<file path="config.mk">
export PLATFORM = sky130hd
export DESIGN_NAME = unvs_store
export DESIGN_NICKNAME = d
export VERILOG_FILES = /design/src/shared/unvs_pkg.sv /design/src/design/unvs_mem.sv /design/src/design/unvs_store.sv
export SDC_FILE = /design/constraint.sdc
export NUM_CORES = 1
export LEC_CHECK = 0
export ABC_AREA = 1
export BUFFER_PORTS_ARGS = -buffer_cell sky130_fd_sc_hd__buf_2
export CAP_MARGIN = 20
export CORE_MARGIN = 5
export CORE_UTILIZATION = 30
export CTS_CLUSTER_SIZE = 14
export DETAILED_ROUTE_END_ITERATION = 16
export GPL_TIMING_DRIVEN = 1
export PLACE_DENSITY = 0.52
export SYNTH_ARGS = -nofsm -noshare
export SYNTH_HDL_FRONTEND = slang
export SYNTH_SLANG_ARGS = --single-unit
</file>
<file path="constraint.sdc">
create_clock -name SYS_CLK -period 3.8 [get_ports SYS_CLK]
set_input_delay 0.57 -clock SYS_CLK [delete_from_list [all_inputs] [get_ports SYS_CLK]]
set_output_delay 0.57 -clock SYS_CLK [all_outputs]
set_load 0.02 [all_outputs]
</file>
<file path="src/shared/unvs_pkg.sv">
// Constants and types for the user non-volatile register store
package unvs_pkg;
	localparam int NUM_WIDTH = 32;
	localparam int LOC_COUNT = 32;
	localparam int CHARS_PER_LOC = 4;
	localparam int CHAR_WIDTH = 8;
	localparam int IDX_WIDTH = 8;
	localparam int ADDR_WIDTH = 5;
	localparam logic [IDX_WIDTH-1:0] IDX_MIN = 8'h01;
	localparam logic [IDX_WIDTH-1:0] IDX_MAX = 8'h20;
	localparam logic [IDX_WIDTH-1:0] IDX_SUCCESS = 8'hFF;
	localparam logic [IDX_WIDTH-1:0] IDX_RESET = 8'h00;
	localparam logic [CHAR_WIDTH-1:0] NUL_CHAR = 8'h00;
	localparam logic [NUM_WIDTH-1:0] WORD_ZERO = 32'h00000000;
	localparam logic [ADDR_WIDTH-1:0] ADDR_LAST = 5'h1F;
	typedef enum logic [2:0] {
		UNVS_IDLE = 3'b000,
		UNVS_NREAD = 3'b001,
		UNVS_NWAIT = 3'b010,
		UNVS_TEXT = 3'b011,
		UNVS_TNUL = 3'b100,
		UNVS_DONE = 3'b101
	} unvs_state_t;
endpackage : unvs_pkg

</file>
<file path="src/design/unvs_mem.sv">
// Storage array for the user register store, registered read data
`timescale 1ns/10ps
module unvs_mem #(
	parameter int WIDTH = 32,
	parameter int DEPTH = 32,
	parameter int AW = 5
) (
	input wire logic clk,
	input wire logic we,
	input wire logic [AW-1:0] waddr,
	input wire logic [WIDTH-1:0] wdata,
	input wire logic [AW-1:0] raddr,
	output logic [WIDTH-1:0] rdata
);
	logic [WIDTH-1:0] mem [DEPTH];
	// No reset port: contents survive every reset
	always_ff @(posedge clk) begin
		if (we) begin
			mem[waddr] <= wdata;
		end
		rdata <= mem[raddr];
	end
endmodule : unvs_mem

</file>
<file path="src/design/unvs_store.sv">
// Top of the user register store: index select, numeric and text ports
`timescale 1ns/10ps
module unvs_store
	import unvs_pkg::*;
#(
	parameter int LOCS = LOC_COUNT
) (
	input wire logic SYS_CLK,
	input wire logic RST,
	input wire logic IDX_WR,
	input wire logic [IDX_WIDTH-1:0] IDX_WDATA,
	output logic [IDX_WIDTH-1:0] IDX_RDATA,
	input wire logic NUM_WR,
	input wire logic [NUM_WIDTH-1:0] NUM_WDATA,
	input wire logic NUM_RD,
	output logic [NUM_WIDTH-1:0] NUM_RDATA,
	output logic NUM_RVALID,
	input wire logic TXT_START,
	input wire logic TXT_VALID,
	input wire logic [CHAR_WIDTH-1:0] TXT_CHAR,
	input wire logic TXT_LAST,
	output logic TXT_READY,
	output logic BUSY,
	output logic ERR
);
	unvs_state_t state_r, state_nxt;
	logic [IDX_WIDTH-1:0] idx_r;
	logic [ADDR_WIDTH-1:0] addr_r;
	logic [1:0] pos_r;
	logic [NUM_WIDTH-1:0] chunk_r;
	logic [NUM_WIDTH-1:0] rd_word;
	logic [IDX_WIDTH-1:0] idx_out_r;
	logic [NUM_WIDTH-1:0] num_out_r;
	logic num_vld_r, ready_r, busy_r, err_r;
	logic [ADDR_WIDTH-1:0] addr_inc;
	localparam logic [1:0] POS_LAST = 2'(CHARS_PER_LOC - 1);

	wire idx_ok = (idx_r >= IDX_MIN) && (idx_r <= IDX_MAX);
	wire idx_in_ok = (IDX_WDATA >= IDX_MIN) && (IDX_WDATA <= IDX_MAX);
	wire [IDX_WIDTH-1:0] idx_zb = idx_r - IDX_MIN;
	wire [ADDR_WIDTH-1:0] sel_addr = idx_zb[ADDR_WIDTH-1:0];
	wire idle = (state_r == UNVS_IDLE) || (state_r == UNVS_DONE);
	wire char_take = (state_r == UNVS_TEXT) && TXT_VALID;
	wire is_nul = TXT_CHAR == NUL_CHAR;
	wire str_end = char_take && (TXT_LAST || is_nul);
	// Pack character into the chunk, first char in low byte
	wire [NUM_WIDTH-1:0] chunk_nxt = chunk_r | ({{(NUM_WIDTH-CHAR_WIDTH){1'b0}}, TXT_CHAR}
		<< (pos_r * CHAR_WIDTH));
	wire chunk_full = char_take && (pos_r == POS_LAST);
	// Full final chunk needs extra terminator location
	wire need_nul = str_end && chunk_full && !is_nul;
	wire at_end = addr_r == ADDR_LAST;
	assign addr_inc = addr_r + 5'h01;

	wire num_we = idle && !IDX_WR && !NUM_RD && NUM_WR && idx_ok;
	// Chunk writes at chunk boundary or string end
	wire txt_we = char_take && (chunk_full || str_end);
	wire nul_we = state_r == UNVS_TNUL;
	// Nothing written past the last location
	wire mem_we = num_we || txt_we || nul_we;
	wire [NUM_WIDTH-1:0] mem_wd = num_we ? NUM_WDATA : (nul_we ? WORD_ZERO : chunk_nxt);
	wire [ADDR_WIDTH-1:0] mem_wa = num_we ? sel_addr : addr_r;

	unvs_mem #(.WIDTH(NUM_WIDTH), .DEPTH(LOCS), .AW(ADDR_WIDTH)) u_mem (
		.clk(SYS_CLK),
		.we(mem_we),
		.waddr(mem_wa),
		.wdata(mem_wd),
		.raddr(sel_addr),
		.rdata(rd_word)
	);

	always_comb begin
		state_nxt = state_r;
		case (state_r)
			UNVS_IDLE, UNVS_DONE: begin
				if (IDX_WR) begin
					state_nxt = UNVS_IDLE;
				end else if (NUM_RD && idx_ok) begin
					state_nxt = UNVS_NREAD;
				end else if (NUM_WR && idx_ok) begin
					state_nxt = UNVS_DONE;
				end else if (TXT_START && idx_ok) begin
					state_nxt = UNVS_TEXT;
				end
			end
			UNVS_NREAD: state_nxt = UNVS_NWAIT;
			UNVS_NWAIT: state_nxt = UNVS_DONE;
			UNVS_TEXT: begin
				// Advance; overflow past last location aborts
				if (need_nul) begin
					state_nxt = at_end ? UNVS_IDLE : UNVS_TNUL;
				end else if (str_end) begin
					state_nxt = UNVS_DONE;
				end else if (chunk_full && at_end) begin
					state_nxt = UNVS_IDLE;
				end
			end
			UNVS_TNUL: state_nxt = UNVS_DONE;
			default: state_nxt = UNVS_IDLE;
		endcase
	end

	wire txt_abort = (state_r == UNVS_TEXT) && (state_nxt == UNVS_IDLE);
	wire bad_req = idle && !IDX_WR && (NUM_RD || NUM_WR || TXT_START) && !idx_ok;
	// Written index never echoes as the success code
	wire [IDX_WIDTH-1:0] idx_echo = (IDX_WDATA == IDX_SUCCESS) ? IDX_RESET : IDX_WDATA;

	always_ff @(posedge SYS_CLK) begin
		if (RST) begin
			state_r <= UNVS_IDLE;
			idx_r <= IDX_RESET;
		end else begin
			state_r <= state_nxt;
			if (IDX_WR && idle) begin
				idx_r <= IDX_WDATA;
			end
		end
	end

	always_ff @(posedge SYS_CLK) begin
		if (RST) begin
			addr_r <= 5'h00;
			pos_r <= 2'h0;
			chunk_r <= WORD_ZERO;
		end else if (idle) begin
			addr_r <= sel_addr;
			pos_r <= 2'h0;
			chunk_r <= WORD_ZERO;
		end else if (txt_we) begin
			addr_r <= addr_inc;
			pos_r <= 2'h0;
			chunk_r <= WORD_ZERO;
		end else if (char_take) begin
			pos_r <= pos_r + 2'h1;
			chunk_r <= chunk_nxt;
		end
	end

	// Index port readback: minus one after success
	always_ff @(posedge SYS_CLK) begin
		if (RST) begin
			idx_out_r <= IDX_RESET;
		end else if (IDX_WR && idle) begin
			idx_out_r <= idx_echo;
		end else if (state_nxt == UNVS_DONE && state_r != UNVS_DONE) begin
			idx_out_r <= IDX_SUCCESS;
		end
	end

	always_ff @(posedge SYS_CLK) begin
		if (RST) begin
			num_out_r <= WORD_ZERO;
			num_vld_r <= 1'b0;
		end else begin
			num_vld_r <= state_r == UNVS_NWAIT;
			if (state_r == UNVS_NWAIT) begin
				num_out_r <= rd_word;
			end
		end
	end

	// Error flag for bad index or overflow
	always_ff @(posedge SYS_CLK) begin
		if (RST) begin
			err_r <= 1'b0;
			busy_r <= 1'b0;
			ready_r <= 1'b0;
		end else begin
			busy_r <= !((state_nxt == UNVS_IDLE) || (state_nxt == UNVS_DONE));
			ready_r <= state_nxt == UNVS_TEXT;
			if (bad_req || txt_abort) begin
				err_r <= 1'b1;
			end else if (IDX_WR && idle) begin
				err_r <= !idx_in_ok;
			end
		end
	end

	assign IDX_RDATA = idx_out_r;
	assign NUM_RDATA = num_out_r;
	assign NUM_RVALID = num_vld_r;
	assign TXT_READY = ready_r;
	assign BUSY = busy_r;
	assign ERR = err_r;

	bad_no_success_a: assert property (@(posedge SYS_CLK) disable iff (RST)
		(IDX_WR && idle && !idx_in_ok) |=> (IDX_RDATA != IDX_SUCCESS)[*2])
		else $error("success shown for bad index");
	bad_no_write_a: assert property (@(posedge SYS_CLK) disable iff (RST)
		(idle && !idx_ok && !IDX_WR) |-> !mem_we ##1 (!mem_we && !BUSY))
		else $error("write with bad index");
	// Numeric write targets the selected location
	num_write_addr_a: assert property (@(posedge SYS_CLK) disable iff (RST)
		num_we |-> (mem_wa == sel_addr && mem_wd == NUM_WDATA))
		else $error("numeric write wrong target");
	// Numeric write shows success next cycle
	num_success_a: assert property (@(posedge SYS_CLK) disable iff (RST)
		(num_we && !IDX_WR) |=> (IDX_RDATA == IDX_SUCCESS))
		else $error("no success after numeric write");
	// Read answer three cycles after request
	num_read_lat_a: assert property (@(posedge SYS_CLK) disable iff (RST)
		(idle && NUM_RD && !IDX_WR && idx_ok) |=> ##2 NUM_RVALID)
		else $error("numeric read answer late");
	// Full final chunk followed by terminator write
	nul_follow_a: assert property (@(posedge SYS_CLK) disable iff (RST)
		(need_nul && !at_end) |=> (nul_we && mem_wd == WORD_ZERO && mem_wa == $past(addr_inc)))
		else $error("terminator location missing");
	// Chunk write steps to next location
	chunk_step_a: assert property (@(posedge SYS_CLK) disable iff (RST)
		(txt_we && !str_end) |=> (addr_r == $past(addr_inc)))
		else $error("text location did not advance");
	txt_success_a: assert property (@(posedge SYS_CLK) disable iff (RST)
		(str_end && !need_nul) |=> (IDX_RDATA == IDX_SUCCESS))
		else $error("no success after text write");
	num_read_c: cover property (@(posedge SYS_CLK) disable iff (RST) NUM_RVALID);
	long_text_c: cover property (@(posedge SYS_CLK) disable iff (RST) txt_we ##[1:20] nul_we);
	bad_idx_c: cover property (@(posedge SYS_CLK) disable iff (RST) bad_req);
endmodule : unvs_store

</file>
[After elaboration in Yosys (flattened, before gate mapping)]
Memories as Yosys holds them, arrays and structs flattened. A register that Yosys moved wholly into a read port is not among the register bits.
Cells that the tools add are included.
Widths: inputs -> output; s select.
Storage, ports and cells
  register bits: 94
  RAM bits: 1024
  input port bits: 56
  output and inout bits: 44
  logic and storage cells: 98
  memories kept: 1
Operators by class
  add/subtract/negate cells: 3
  order comparisons: 4
  equal/unequal tests: 11
  shift-type cells: 1
  muxes and demuxes: 21
  bitwise gates (word level): 1
  reductions and logical operators: 45
Memory list
  u_mem.mem: depth 32, width 32, rd ports 1, clocked after memory_dff 1, write ports 1, line unvs_mem.sv:15  | logic [WIDTH-1:0] mem [DEPTH];
Operators with widths (count)
  $mux 32: 2
  $or 32x32->32: 1
  $shl 8x5->32: 1
  $mux 3: 8
  $mux 8: 3
  $logic_and 1x1->1: 21
  $ge 8x1->1 const B: 2
  $le 8x6->1 const B: 2
  $mux 5: 3
  $pmux 3 s4: 1
  $eq 3x2->1 const B: 3
  $eq 3x3->1 const B: 3
  $logic_or 1x1->1: 9
  $eq 8x8->1 const B: 1
  $logic_not 8->1: 1
  $logic_not 1->1: 6
  $logic_not 3->1: 2
  $reduce_bool 2->1: 3
  $add 5x1->5 const B: 1
  $eq 5x5->1 const B: 1
  $sub 5x1->5 const B: 1
  $mux 1: 4
  $reduce_or 2->1: 2
  $eq 3x1->1 const B: 1
  other kinds (4): 4

[Depth between registers and ports, before layout]
Gate-level depths: netlist of run 1.
  depth in word-level cells: 12
  gate-level depth with buffers: 19
  gate-level depth less buffers: 15

[Cells and area by module]
A second synthesis of run 1 with hierarchy kept.
Unflattened totals
  cell total of the unflattened synthesis: 4180
  area, all modules: 46978.8 um2
Modules (own cells, without submodules)
  unvs_mem: instances 1, cells each 3536, area each 42405.7 um2, sequential area each 31390.1 um2
  unvs_store: instances 1, cells each 644, area each 4573.1 um2, sequential area each 1881.8 um2

[Worst setup path after synthesis of run 1]
OpenSTA, ideal clock, no wires.
  path type: reg-to-reg
  start: register idx_r[0]
  end: memory u_mem.mem[0][0] (enable)
  setup time: 0.421 ns
  arrival: 3.645 ns
  required time: 3.379 ns
  path slack: -0.266 ns
  cell stages (with the launch flop): 19
  path buffers: 4
  clock period less this slack: 4.066 ns
  cell sequence: dfxtp_1 inv_1 buf_2 buf_2 clkbuf_1 ha_1 inv_1 nor2_1 nand2_1 nand2_1 nand3_1 inv_2 nand3_4 buf_6 o21ai_2 inv_2 nor2_2 nand2_2 nor2_1
Between the ends
  word-level cells in the longest chain between the ends: 7
  elaborated cells between the ends (all ways): 10
  those cells by class: add/sub: 1; order compare: 2; mux: 3; reduce/logical: 4
RTL lines
  start, declared: line unvs_store.sv:27  | logic [IDX_WIDTH-1:0] idx_r;
  start signal, assigned: line unvs_store.sv:112  | idx_r <= IDX_RESET;
  start signal, assigned: line unvs_store.sv:116  | idx_r <= IDX_WDATA;
  $ge 8x1->1 / $le 8x6->1 (equally long branches): line unvs_store.sv:38  | wire idx_ok = (idx_r >= IDX_MIN) && (idx_r <= IDX_MAX);
  $logic_and 1x1->1: line unvs_store.sv:38
  $logic_and 1x1->1: line unvs_store.sv:55  | wire num_we = idle && !IDX_WR && !NUM_RD && NUM_WR && idx_ok;
  $logic_or 1x1->1 (2 in a row): line unvs_store.sv:60  | wire mem_we = num_we || txt_we || nul_we;
  $mux 1: line unvs_mem.sv:18  | if (we) begin
  $mux 1 (implied by the code): line unvs_mem.sv:19  | mem[waddr] <= wdata;
  end, declared: line unvs_mem.sv:15
Parallel ways exist; a longest one is shown, timed or not.

[Worst setup path in the final report of run 1]
  start: register idx_r[1]
  end: memory u_mem.mem[7][13] (enable)
Same word-level chain as after synthesis.

==> impl_metrics.yaml, run 1 <==
worst_setup_path:
  critical_path_required_ns: 4.22
  arrival_ns: 3.73
  path_buf_inv: 5
  path_class: "flip-flop to flip-flop"
  worstRegToRegCells: 15
  endpoint_kind: "flip-flop"
  slowest_stage: "nor2_4"
  reg2reg_slack_ns: 0.49
  crit_path_start: "idx_r[1]$_SDFFE_PP0P_"
  r2r-end: "u_mem.mem[7][13]$_DFFE_PP_"
  cpPeakStageDelay_ns: 0.57
  cpMostUsedCell: "nand2_1"
  critPathMaxFanout: 16
  cp_top_family: "simple AND/OR/NAND/NOR gates"
  crit_chain: "inv_1 > ha_4 > inv_1 > nor2_1 > nand2_1 > nand2_1 > nand3_1 > inv_2 > nand3_4 > nand2_1 > inv_1 > nand2_1 > nand3_2 > nor2_4 > buf_12"
  startpoint_type: "flip-flop"
  timing.rr.start: "idx_r[1]$_SDFFE_PP0P_"
clock_tree:
  cts_setup_buffers: 0
  clk_pin_slew_worst_paths_ns: 0.06
  tritoncts: "done"
  clockRootBuffer: "clkbuf_16"
  clkSinkCount: 1150
  cts_buffers: 118
  htreeDepth: 3
  cts_resized: 0
  cts_hold_buffers: 0
  clkLatencyLatePin_ns: 0.71
  clockBufferDepth: 3
synthesis:
  yosysUniqueCellTypes: 38
  async_flop_share_pct: 0
  synth_cells: 3502
  synth_ff_type: "edfxtp_1"
  syn_area_per_cell_um2: 12.8
  yosysSeqAreaShare_pct: 74.3
  synth_edf_count: 1024
  synth-warning-count: 0
  syn_area_um2: 44800
  syn_nets: 3564
  ys_seq_elements: 1150
min_path:
  hold_path.class: "primary input to flip-flop"
  hold_start: "IDX_WDATA[5]"
  hold_path_depth: 3
  worst_hold_path.endpoint: "idx_r[5]$_SDFFE_PP0P_"
power:
  p_total_mw: 38.0
  p_leak_nw: 17.6
  peakVddDrop_mv: 0.577
  cellPowerDensity_nw_per_um2: 724
placed_design:
  pre_cts_ws_ns: 0.500
  place.gp.congestion: 0.793
  port_buffers: 99
  place_hpwl_mm: 78.4
route:
  drtPass1Iterations: 5
  wl_per_cell_um: 24.1
  vias: 29091
  routed_wl_mm: 136
  drc: 0
  drtIter0Drc: 2830
  vias_per_cell: 5.16
  antenna_left: 0
floorplanning:
  num_rows: 141
  dieArea_um2: 157000
  start_util_pct: 30.3
  die_w_um: 396
  die_y_um: 396
  pin_count: 100
  coreArea_um2: 148000
timing:
  drv_slew: 0
  hold_violations: 0
  holdWs_ns: 0.161
  rsz0062_at_grt: "no"
  fin_crit_ns: 3.31
  clock.fmax_ghz: 0.302
  setup_violations: 0
  tns_ns: 0
  relSlewSlack_pct: 24.6
  fin_ws_ns: 0.485
  tightest_slew_ns: 1.13
  post-route-period-util_pct: 87.2
  finalClockSkew_ns: 0.0216
grt:
  globalRoute.totalOverflow: 0
  grt_antenna_before_repair: 5
  grt_util_all_layers_pct: 16.8
  grt_max_degree: 216
  grt_pass1_vias: 28245
  grt_pass1_wl_mm: 198
finish:
  area_delta_synth_final_pct: 17.3
  layout_common_cells: "edfxtp_1, nor2_1, o21ai_0"
  mostFrequentLayoutCell: "edfxtp_1"
  fin_nets: 3660
  layout-drive-gt1-share_pct: 14.0
status:
  outcome: "complete, no violations"
job:
  maxCapViolCount: 0
power by group:
part / total [mW] / switching, mW / internal [mW]
combinational: 10.6 / 7.87 / 2.77
sequential: 15.1 / 0.408 / 14.7
clock: 12.2 / 4.92 / 7.33
cell type report:
type / count / area [µm²]
repair buffers: 227 / 1780
flip-flops and latches: 1150 / 33300
diodes: 1 / 2.50
clock inverters: 65 / 813
inverters: 93 / 373
clock buffers: 159 / 3310
fillers: 14199 / 95500
multi-input cells: 2008 / 10600
well taps: 1930 / 2410
layer usage:
metal / global-route usage, % / wire (µm) / vias up
met5: 0 / 0 / -
met2: 27.9 / 65300 / 839
met3: 2.33 / 7150 / 158
met4: 5.53 / 4130 / 0
met1: 22.8 / 59400 / 14813
li1: - / - / 13281
logic make-up (layout without fill, tap and decap cells):
group,count (synthesis),count (layout),share of synthesized area (%)
buf+inv,344,544,3.04
flops,1150,1150,74.3
other cells,0,1,0
simple gates,962,962,8.65
fa+ha+maj,6,6,0.168
xor+xnor,3,3,0.0587
compound gates,1037,1037,13.8
cells in the mapped netlist, types with 24 or more instances:
| master | count | area share, % |
|---|---|---|
| nand2_1 | 79 | 0.66 |
| o221ai_1 | 190 | 3.7 |
| edfxtp_1 | 1024 | 69 |
| a32oi_1 | 32 | 0.63 |
| buf_2 | 47 | 0.53 |
| o22ai_1 | 66 | 0.92 |
| nor2_1 | 738 | 6.2 |
| clkbuf_1 | 198 | 1.7 |
| nor3_1 | 36 | 0.40 |
| o21ai_1 | 24 | 0.27 |
| nand3_1 | 83 | 0.93 |
| o21ai_0 | 625 | 7.0 |
| a31oi_1 | 37 | 0.52 |
| a21oi_1 | 54 | 0.60 |
| dfxtp_1 | 126 | 5.6 |
| inv_1 | 83 | 0.70 |
stage by stage:
step	cell area (µm²)	util, %	std cells
global placement	48400	32.7	5408
finish	52500	35.5	5633
CTS	52500	35.5	5632
detailed placement	48400	32.7	5408
global route	52500	35.5	5632
floorplan	44800	-	3502
worst register-to-register path, stage by stage, from the launching register on:
cell and delay (ns):
dfxtp_1 0.32, inv_1 0.14, ha_4 0.16, inv_1 0.03, nor2_1 0.11, nand2_1 0.06
nand2_1 0.07, nand3_1 0.10, inv_2 0.10, nand3_4 0.24, nand2_1 0.15, inv_1 0.07
nand2_1 0.21, nand3_2 0.42, nor2_4 0.57, buf_12 0.23
how the worst max path moves through the flow:
stage / end / depth (start not counted)
final: u_mem.mem[7][13]$_DFFE_PP_ / 15
after CTS: u_mem.mem[7][3]$_DFFE_PP_ / 12
after floorplan: u_mem.mem[0][0]$_DFFE_PP_ / 18
after global placement: u_mem.mem[3][15]$_DFFE_PP_ / 15
after detailed placement: u_mem.mem[7][13]$_DFFE_PP_ / 12
after global routing: u_mem.mem[7][17]$_DFFE_PP_ / 15
state kept, by name (all words and copies together), names as in the netlist:
register and flops:
u_mem.rdata 32, IDX_RDATA 8, pos_r 2, addr_r 5, u_mem.mem 1024, ERR 1
BUSY 1, NUM_RDATA 32, NUM_RVALID 1, TXT_READY 1, idx_r 8, chunk_r 32
state_r 3
No activity file was read; power rests on OpenSTA's default activity.
==> inputs of run 2 (changes only) <==
--- a/config.mk
+++ b/config.mk
@@ -5,7 +5,6 @@
 export SDC_FILE = /design/constraint.sdc
 export NUM_CORES = 1
 export LEC_CHECK = 0
-export ABC_AREA = 1
 export BUFFER_PORTS_ARGS = -buffer_cell sky130_fd_sc_hd__buf_2
 export CAP_MARGIN = 20
 export CORE_MARGIN = 5
==> run 2 against run 1 <==
Register-to-register slack worse by 0.12 ns. Area after synthesis is 1.9% lower. Setup slack worse by 0.12 ns. Hold slack worse by 0.0055 ns. Sequential power hardly changed. Final area is 0.37% lower. Fmax is 3.5% lower. Synthesized cell count is 40% lower. Critical endpoint is now u_mem.mem[15][12]$_DFFE_PP_.
==> impl_metrics.yaml, run 2 <==
power:
  sequentialPowerShare_pct: 43.0
  p_leak_nw: 16.2
  peakVddDrop_mv: 0.388
  swShare_pct: 28.7
  cellPowerDensity_nw_per_um2: 660
  p_clk_share_pct: 32.3
  p_comb_share_pct: 24.7
  p_total_mw: 34.5
  internal-power_mw: 24.6
  power.switching_mw: 9.92
synthesis:
  synth_most_common_cell: "edfxtp_1"
  synth.largest_area_cell: "edfxtp_1"
  syn_nets: 2179
  synth_area_leaders: "edfxtp_1, mux4_2, dfxtp_1"
  syn_area_per_cell_um2: 20.7
  syn_area_um2: 43900
  synth_cells: 2117
  async_flop_share_pct: 0
  synth_common_cells: "edfxtp_1, mux4_2, nand2_1"
  synth-warning-count: 0
  yosysUniqueCellTypes: 55
  ys_seq_elements: 1150
  synth_edf_count: 1024
  synthDominantCellAreaShare_pct: 70.0
  yosysSeqAreaShare_pct: 75.8
  synth_ff_type: "edfxtp_1"
timing:
  fin_crit_ns: 3.43
  tns_ns: 0
  finalClockSkew_ns: 0.0311
  setup_violations: 0
  hold_violations: 0
  holdWs_ns: 0.155
  clock.fmax_ghz: 0.291
  post-route-period-util_pct: 90.4
  tightest_slew_ns: 0.943
  relSlewSlack_pct: 36.9
  fin_ws_ns: 0.366
  drv_slew: 0
  rsz0062_at_grt: "no"
placed_design:
  placed_area_um2: 48600
  place.gp.congestion: 0.750
  dp_cells: 4148
  place_hpwl_mm: 72.8
  port_buffers: 99
  pre_cts_ws_ns: 0.359
grt:
  globalRoute.totalOverflow: 0
  grt_pass1_vias: 22622
  grt_util_all_layers_pct: 15.1
  grt_pass1_wl_mm: 167
  grt_antenna_before_repair: 13
  grt_max_degree: 105
floorplanning:
  die_w_um: 393
  start_util_pct: 30.2
  pin_count: 100
  dieArea_um2: 154000
  die_y_um: 393
  coreArea_um2: 146000
  num_rows: 140
clock_tree:
  tritoncts: "done"
  clk_pin_slew_worst_paths_ns: 0.06
  cts_hold_buffers: 0
  clockRootBuffer: "clkbuf_16"
  cts_setup_buffers: 0
  clkSinkCount: 1150
  cts_resized: 0
  cts_buffers: 115
  clockBufferDepth: 3
  htreeDepth: 3
  clkLatencyLatePin_ns: 0.72
route:
  routed_wl_mm: 116
  drtIter0Drc: 1962
  drc: 0
  vias_per_cell: 4.97
  vias: 21684
  wl_per_cell_um: 26.7
  drtPass1Iterations: 5
  antenna_left: 0
finish:
  multiInputGateArea_um2: 10700
  mostFrequentLayoutCell: "edfxtp_1"
  fin_nets: 2411
  layout-drive-gt1-share_pct: 34.6
  design_area_um2: 52300
  nFillCells: 13219
  ff_latch_area_um2: 33300
  largest_reg_flops: 1024
  area_delta_synth_final_pct: 19.2
  fin_cells: 4366
  layout_common_cells: "edfxtp_1, mux4_2, nand2_1"
  fin_util_pct: 36.0
  regMostFlops: "u_mem.mem"
worst_setup_path:
  critical_path_required_ns: 4.16
  crit_chain: "inv_1 > ha_4 > or4b_1 > a211oi_2 > and4_4 > buf_4 > a41oi_1 > buf_4 > nor2_4 > buf_4"
  arrival_ns: 3.79
  endpoint_kind: "flip-flop"
  critPathMaxFanout: 24
  startpoint_type: "flip-flop"
  reg2reg_slack_ns: 0.37
  cpMostUsedCell: "buf_4"
  slowest_stage: "and4_4"
  path_class: "flip-flop to flip-flop"
  cpPeakStageDelay_ns: 0.50
job:
  maxCapViolCount: 0
min_path:
  hold_path.class: "primary input to flip-flop"
status:
  outcome: "complete, no violations"
==> run 2: cell count changes in the layout (fill, tap and decap cells not counted), moves of 35 or more <==
cell and change:
a21oi_1 +70, mux4_2 +320, o21ai_0 -589, o221ai_1 -189, nand2_1 +49, o22ai_1 -65
nand3_1 -80, nor2_1 -654, o21ai_2 -35, inv_1 -71
==> run 2: worst paths after layout <==
| kind | from | end | depth (start not counted) |
|---|---|---|---|
| setup / recovery | idx_r[0]$_SDFFE_PP0P_ | u_mem.mem[15][12]$_DFFE_PP_ | 10 |
| hold / removal | IDX_WDATA[7] | idx_r[7]$_SDFFE_PP0P_ | 3 |
| setup reg to reg | idx_r[0]$_SDFFE_PP0P_ | u_mem.mem[15][12]$_DFFE_PP_ | 10 |
| hold reg to reg | u_mem.rdata[10]$_DFF_P_ | NUM_RDATA[10]$_SDFFE_PP0P_ | 2 |
==> run 2: metal layers <==
| metal | vias up | track usage, % | part of all wire [%] |
|---|---|---|---|
| li1 | 9217 | - | - |
| met1 | 11685 | 20.3 | 43 |
| met2 | 648 | 25.1 | 49 |
| met3 | 134 | 3.20 | 6.1 |
| met4 | 0 | 3.48 | 1.8 |
| met5 | - | 0 | 0 |
==> run 2: power by group through the flow <==
stage	Combinational (mW)	Sequential, mW	Clock [mW]
finish	8.54	14.8	11.1
global route	9.08	14.9	11.9
CTS	8.70	14.8	11.4
detailed placement	8.68	15.1	0
global placement	8.59	15.1	0
floorplan	5.25	15.1	0
==> run 2: area by class of cell <==
type / count / area share, %
Multi-Input combinational cell: 831 / 20.4
Timing Repair Buffer: 243 / 4.25
Inverter: 8 / 0.0574
Sequential cell: 1150 / 63.6
Clock buffer: 149 / 6.00
Tap cell: 1917 / 4.58
Antenna cell: 4 / 0.0191
Clock inverter: 64 / 1.10
==> run 2: kinds of logic after synthesis <==
kind of cell / count (synthesis) / share of synthesized area [%]
DFF: 1150 / 75.8
muxes: 352 / 17.2
and+or+nand+nor: 264 / 2.56
AOI/OAI and AO/OA: 199 / 2.80
buffers and inverters: 136 / 1.29
xor gates and xnor gates: 10 / 0.199
adders and majority gates: 6 / 0.171
==> run 2: critical path, delay by kind of cell, from the launching register on <==
kind                       cells  cell delay (ns)
AOI/OAI and AO/OA              2             0.49
adders and majority gates      1             0.14
buffers and inverters          4             1.06
DFF                            1             0.34
and+or+nand+nor                3             1.03
==> inputs of run 3 (changes only) <==
--- a/config.mk
+++ b/config.mk
@@ -5,8 +5,10 @@
 export SDC_FILE = /design/constraint.sdc
 export NUM_CORES = 1
 export LEC_CHECK = 0
+export ABC_AREA = 1
 export BUFFER_PORTS_ARGS = -buffer_cell sky130_fd_sc_hd__buf_2
 export CAP_MARGIN = 20
+export CORE_ASPECT_RATIO = 0.6
 export CORE_MARGIN = 5
 export CORE_UTILIZATION = 30
 export CTS_CLUSTER_SIZE = 14
==> run 3 against run 2 <==
Die area increased by 2.1%. Fmax grew 0.28%. Setup slack gained 0.0096 ns. Register-to-register slack barely moved. Critical path depth grew 6. Highest routed layer is now met5.
==> impl_metrics.yaml, run 3 (synthesized netlist as in run 1, its figures left out) <==
worst_setup_path:
  timing.rr.start: "idx_r[0]$_SDFFE_PP0P_"
  cpMostUsedCell: "nand2_1"
  reg2reg_slack_ns: 0.38
  slowest_stage: "dfxtp_4"
  path_class: "flip-flop to flip-flop"
  r2r-end: "u_mem.mem[13][10]$_DFFE_PP_"
  startpoint_type: "flip-flop"
  arrival_ns: 3.82
  cp_top_family: "simple AND/OR/NAND/NOR gates"
  path_buf_inv: 6
  critical_path_required_ns: 4.19
  cpPeakStageDelay_ns: 0.39
  endpoint_kind: "flip-flop"
  crit_chain: "inv_8 > ha_4 > inv_1 > nor2_1 > nand2_1 > nand2_1 > nand3_1 > inv_2 > nand3_4 > nand2_1 > inv_1 > nand2_1 > nand3_2 > buf_4 > nor2_4 > buf_12"
  worstRegToRegCells: 16
  critPathMaxFanout: 39
timing:
  fin_crit_ns: 3.42
  rsz0062_at_grt: "no"
  tightest_slew_ns: 1.18
  post-route-period-util_pct: 90.1
  finalClockSkew_ns: 0.0231
  relSlewSlack_pct: 20.5
  tns_ns: 0
  clock.fmax_ghz: 0.292
  setup_violations: 0
  hold_violations: 0
  drv_slew: 0
route:
  drc: 0
  drtPass1Iterations: 5
  vias_per_cell: 5.33
  vias: 30264
  drtIter0Drc: 3990
  routed_wl_mm: 144
  antenna_left: 0
  wl_per_cell_um: 25.3
power:
  p_clk_share_pct: 28.5
  cellPowerDensity_nw_per_um2: 701
  power.switching_mw: 13.2
  p_leak_nw: 17.2
  sequentialPowerShare_pct: 41.8
  swShare_pct: 36.4
  internal-power_mw: 23.1
  p_comb_share_pct: 29.7
  peakVddDrop_mv: 0.614
floorplanning:
  dieArea_um2: 157000
  start_util_pct: 30.3
  die_w_um: 509
  num_rows: 109
  coreArea_um2: 148000
  die_y_um: 309
  pin_count: 100
clock_tree:
  clkLatencyLatePin_ns: 0.72
  clkSinkCount: 1150
  htreeDepth: 3
  cts_hold_buffers: 0
  tritoncts: "done"
  clockBufferDepth: 3
  clk_pin_slew_worst_paths_ns: 0.07
  cts_buffers: 102
  clockRootBuffer: "clkbuf_16"
min_path:
  worst_hold_path.endpoint: "idx_r[5]$_SDFFE_PP0P_"
  hold_start: "IDX_WDATA[5]"
  hold_path_depth: 3
  hold_path.class: "primary input to flip-flop"
grt:
  grt_util_all_layers_pct: 17.7
  grt_max_degree: 166
  grt_pass1_wl_mm: 205
  grt_antenna_before_repair: 15
  grt_pass1_vias: 28121
  globalRoute.totalOverflow: 0
status:
  outcome: "complete, no violations"
placed_design:
  place_hpwl_mm: 82.7
  place.gp.congestion: 0.813
  port_buffers: 99
finish:
  fin_util_pct: 35.0
  layout_common_cells: "edfxtp_1, nor2_1, o21ai_0"
  fin_nets: 3654
  regMostFlops: "u_mem.mem"
  layout-drive-gt1-share_pct: 13.2
  area_delta_synth_final_pct: 15.6
  largest_reg_flops: 1024
  mostFrequentLayoutCell: "edfxtp_1"
job:
  maxCapViolCount: 0
[run 3: routing by layer]
| metal | global-route usage [%] | part of all wire [%] | wire [µm] | vias to the layer above |
|---|---|---|---|---|
| met2 | 23.5 | 40 | 57000 | 1449 |
| met5 | 0 | 0.0090 | 13 | - |
| met4 | 3.65 | 1.7 | 2460 | 2 |
| met1 | 29.0 | 49 | 70900 | 15387 |
| met3 | 3.73 | 9.3 | 13300 | 168 |
| li1 | - | - | - | 13258 |
[run 3: layout make-up]
class,instances,area [µm²]
diodes,1,2.50
clock buffers,145,2850
flip-flops and latches,1150,33300
well taps,1998,2500
clock inverters,43,395
fillers,14403,96100
inverters,93,374
repair buffers,237,1820
multi-input cells,2008,10600
[run 3: worst max path at each step]
stage                                startpoint                     endpoint  slack [ns]  cells after the start
after global placement    idx_r[0]$_SDFFE_PP0P_       u_mem.rdata[0]$_DFF_P_        0.17                      8
after floorplan           idx_r[0]$_SDFFE_PP0P_    u_mem.mem[0][0]$_DFFE_PP_       -0.27                     18
after detailed placement  idx_r[0]$_SDFFE_PP0P_      u_mem.rdata[28]$_DFF_P_        0.16                      8
after CTS                 idx_r[0]$_SDFFE_PP0P_      u_mem.rdata[28]$_DFF_P_        0.15                      8
after global routing      idx_r[0]$_SDFFE_PP0P_  u_mem.mem[20][17]$_DFFE_PP_        0.20                     15
final                     idx_r[0]$_SDFFE_PP0P_  u_mem.mem[13][10]$_DFFE_PP_        0.38                     16
[run 3: power groups by stage]
stage	sequential [mW]	clock (mW)	combinational, mW
detailed placement	15.4	0	10.6
global route	15.2	11.1	11.5
floorplan	15.4	0	5.88
global placement	15.4	0	10.6
finish	15.2	10.3	10.8
CTS	15.2	10.5	10.6
[run 3: what timing repair did]
action,CTS,global route
gates resized for setup,0,2
buffers inserted,0,0
endpoints found under the setup margin,0,1
[run 3: stage by stage]
step	hold slack (ns)	setup WS (ns)	instances	power [mW]	area, µm²
6_report	0.145	0.375	5675	36.3	51800
2_1_floorplan	0.426	-0.266	3502	21.2	44800
5_1_grt	0.144	0.197	5674	37.8	51800
4_1_cts	0.0897	0.153	5672	36.3	51700
3_3_place_gp	0.445	0.174	5483	26.0	48500
3_5_place_dp	0.445	0.157	5484	26.0	48500
[run 3: worst min-delay path, cell delays in order]
cell     delay, ns
buf_2         0.13
nand2_1       0.06
a21oi_1       0.05
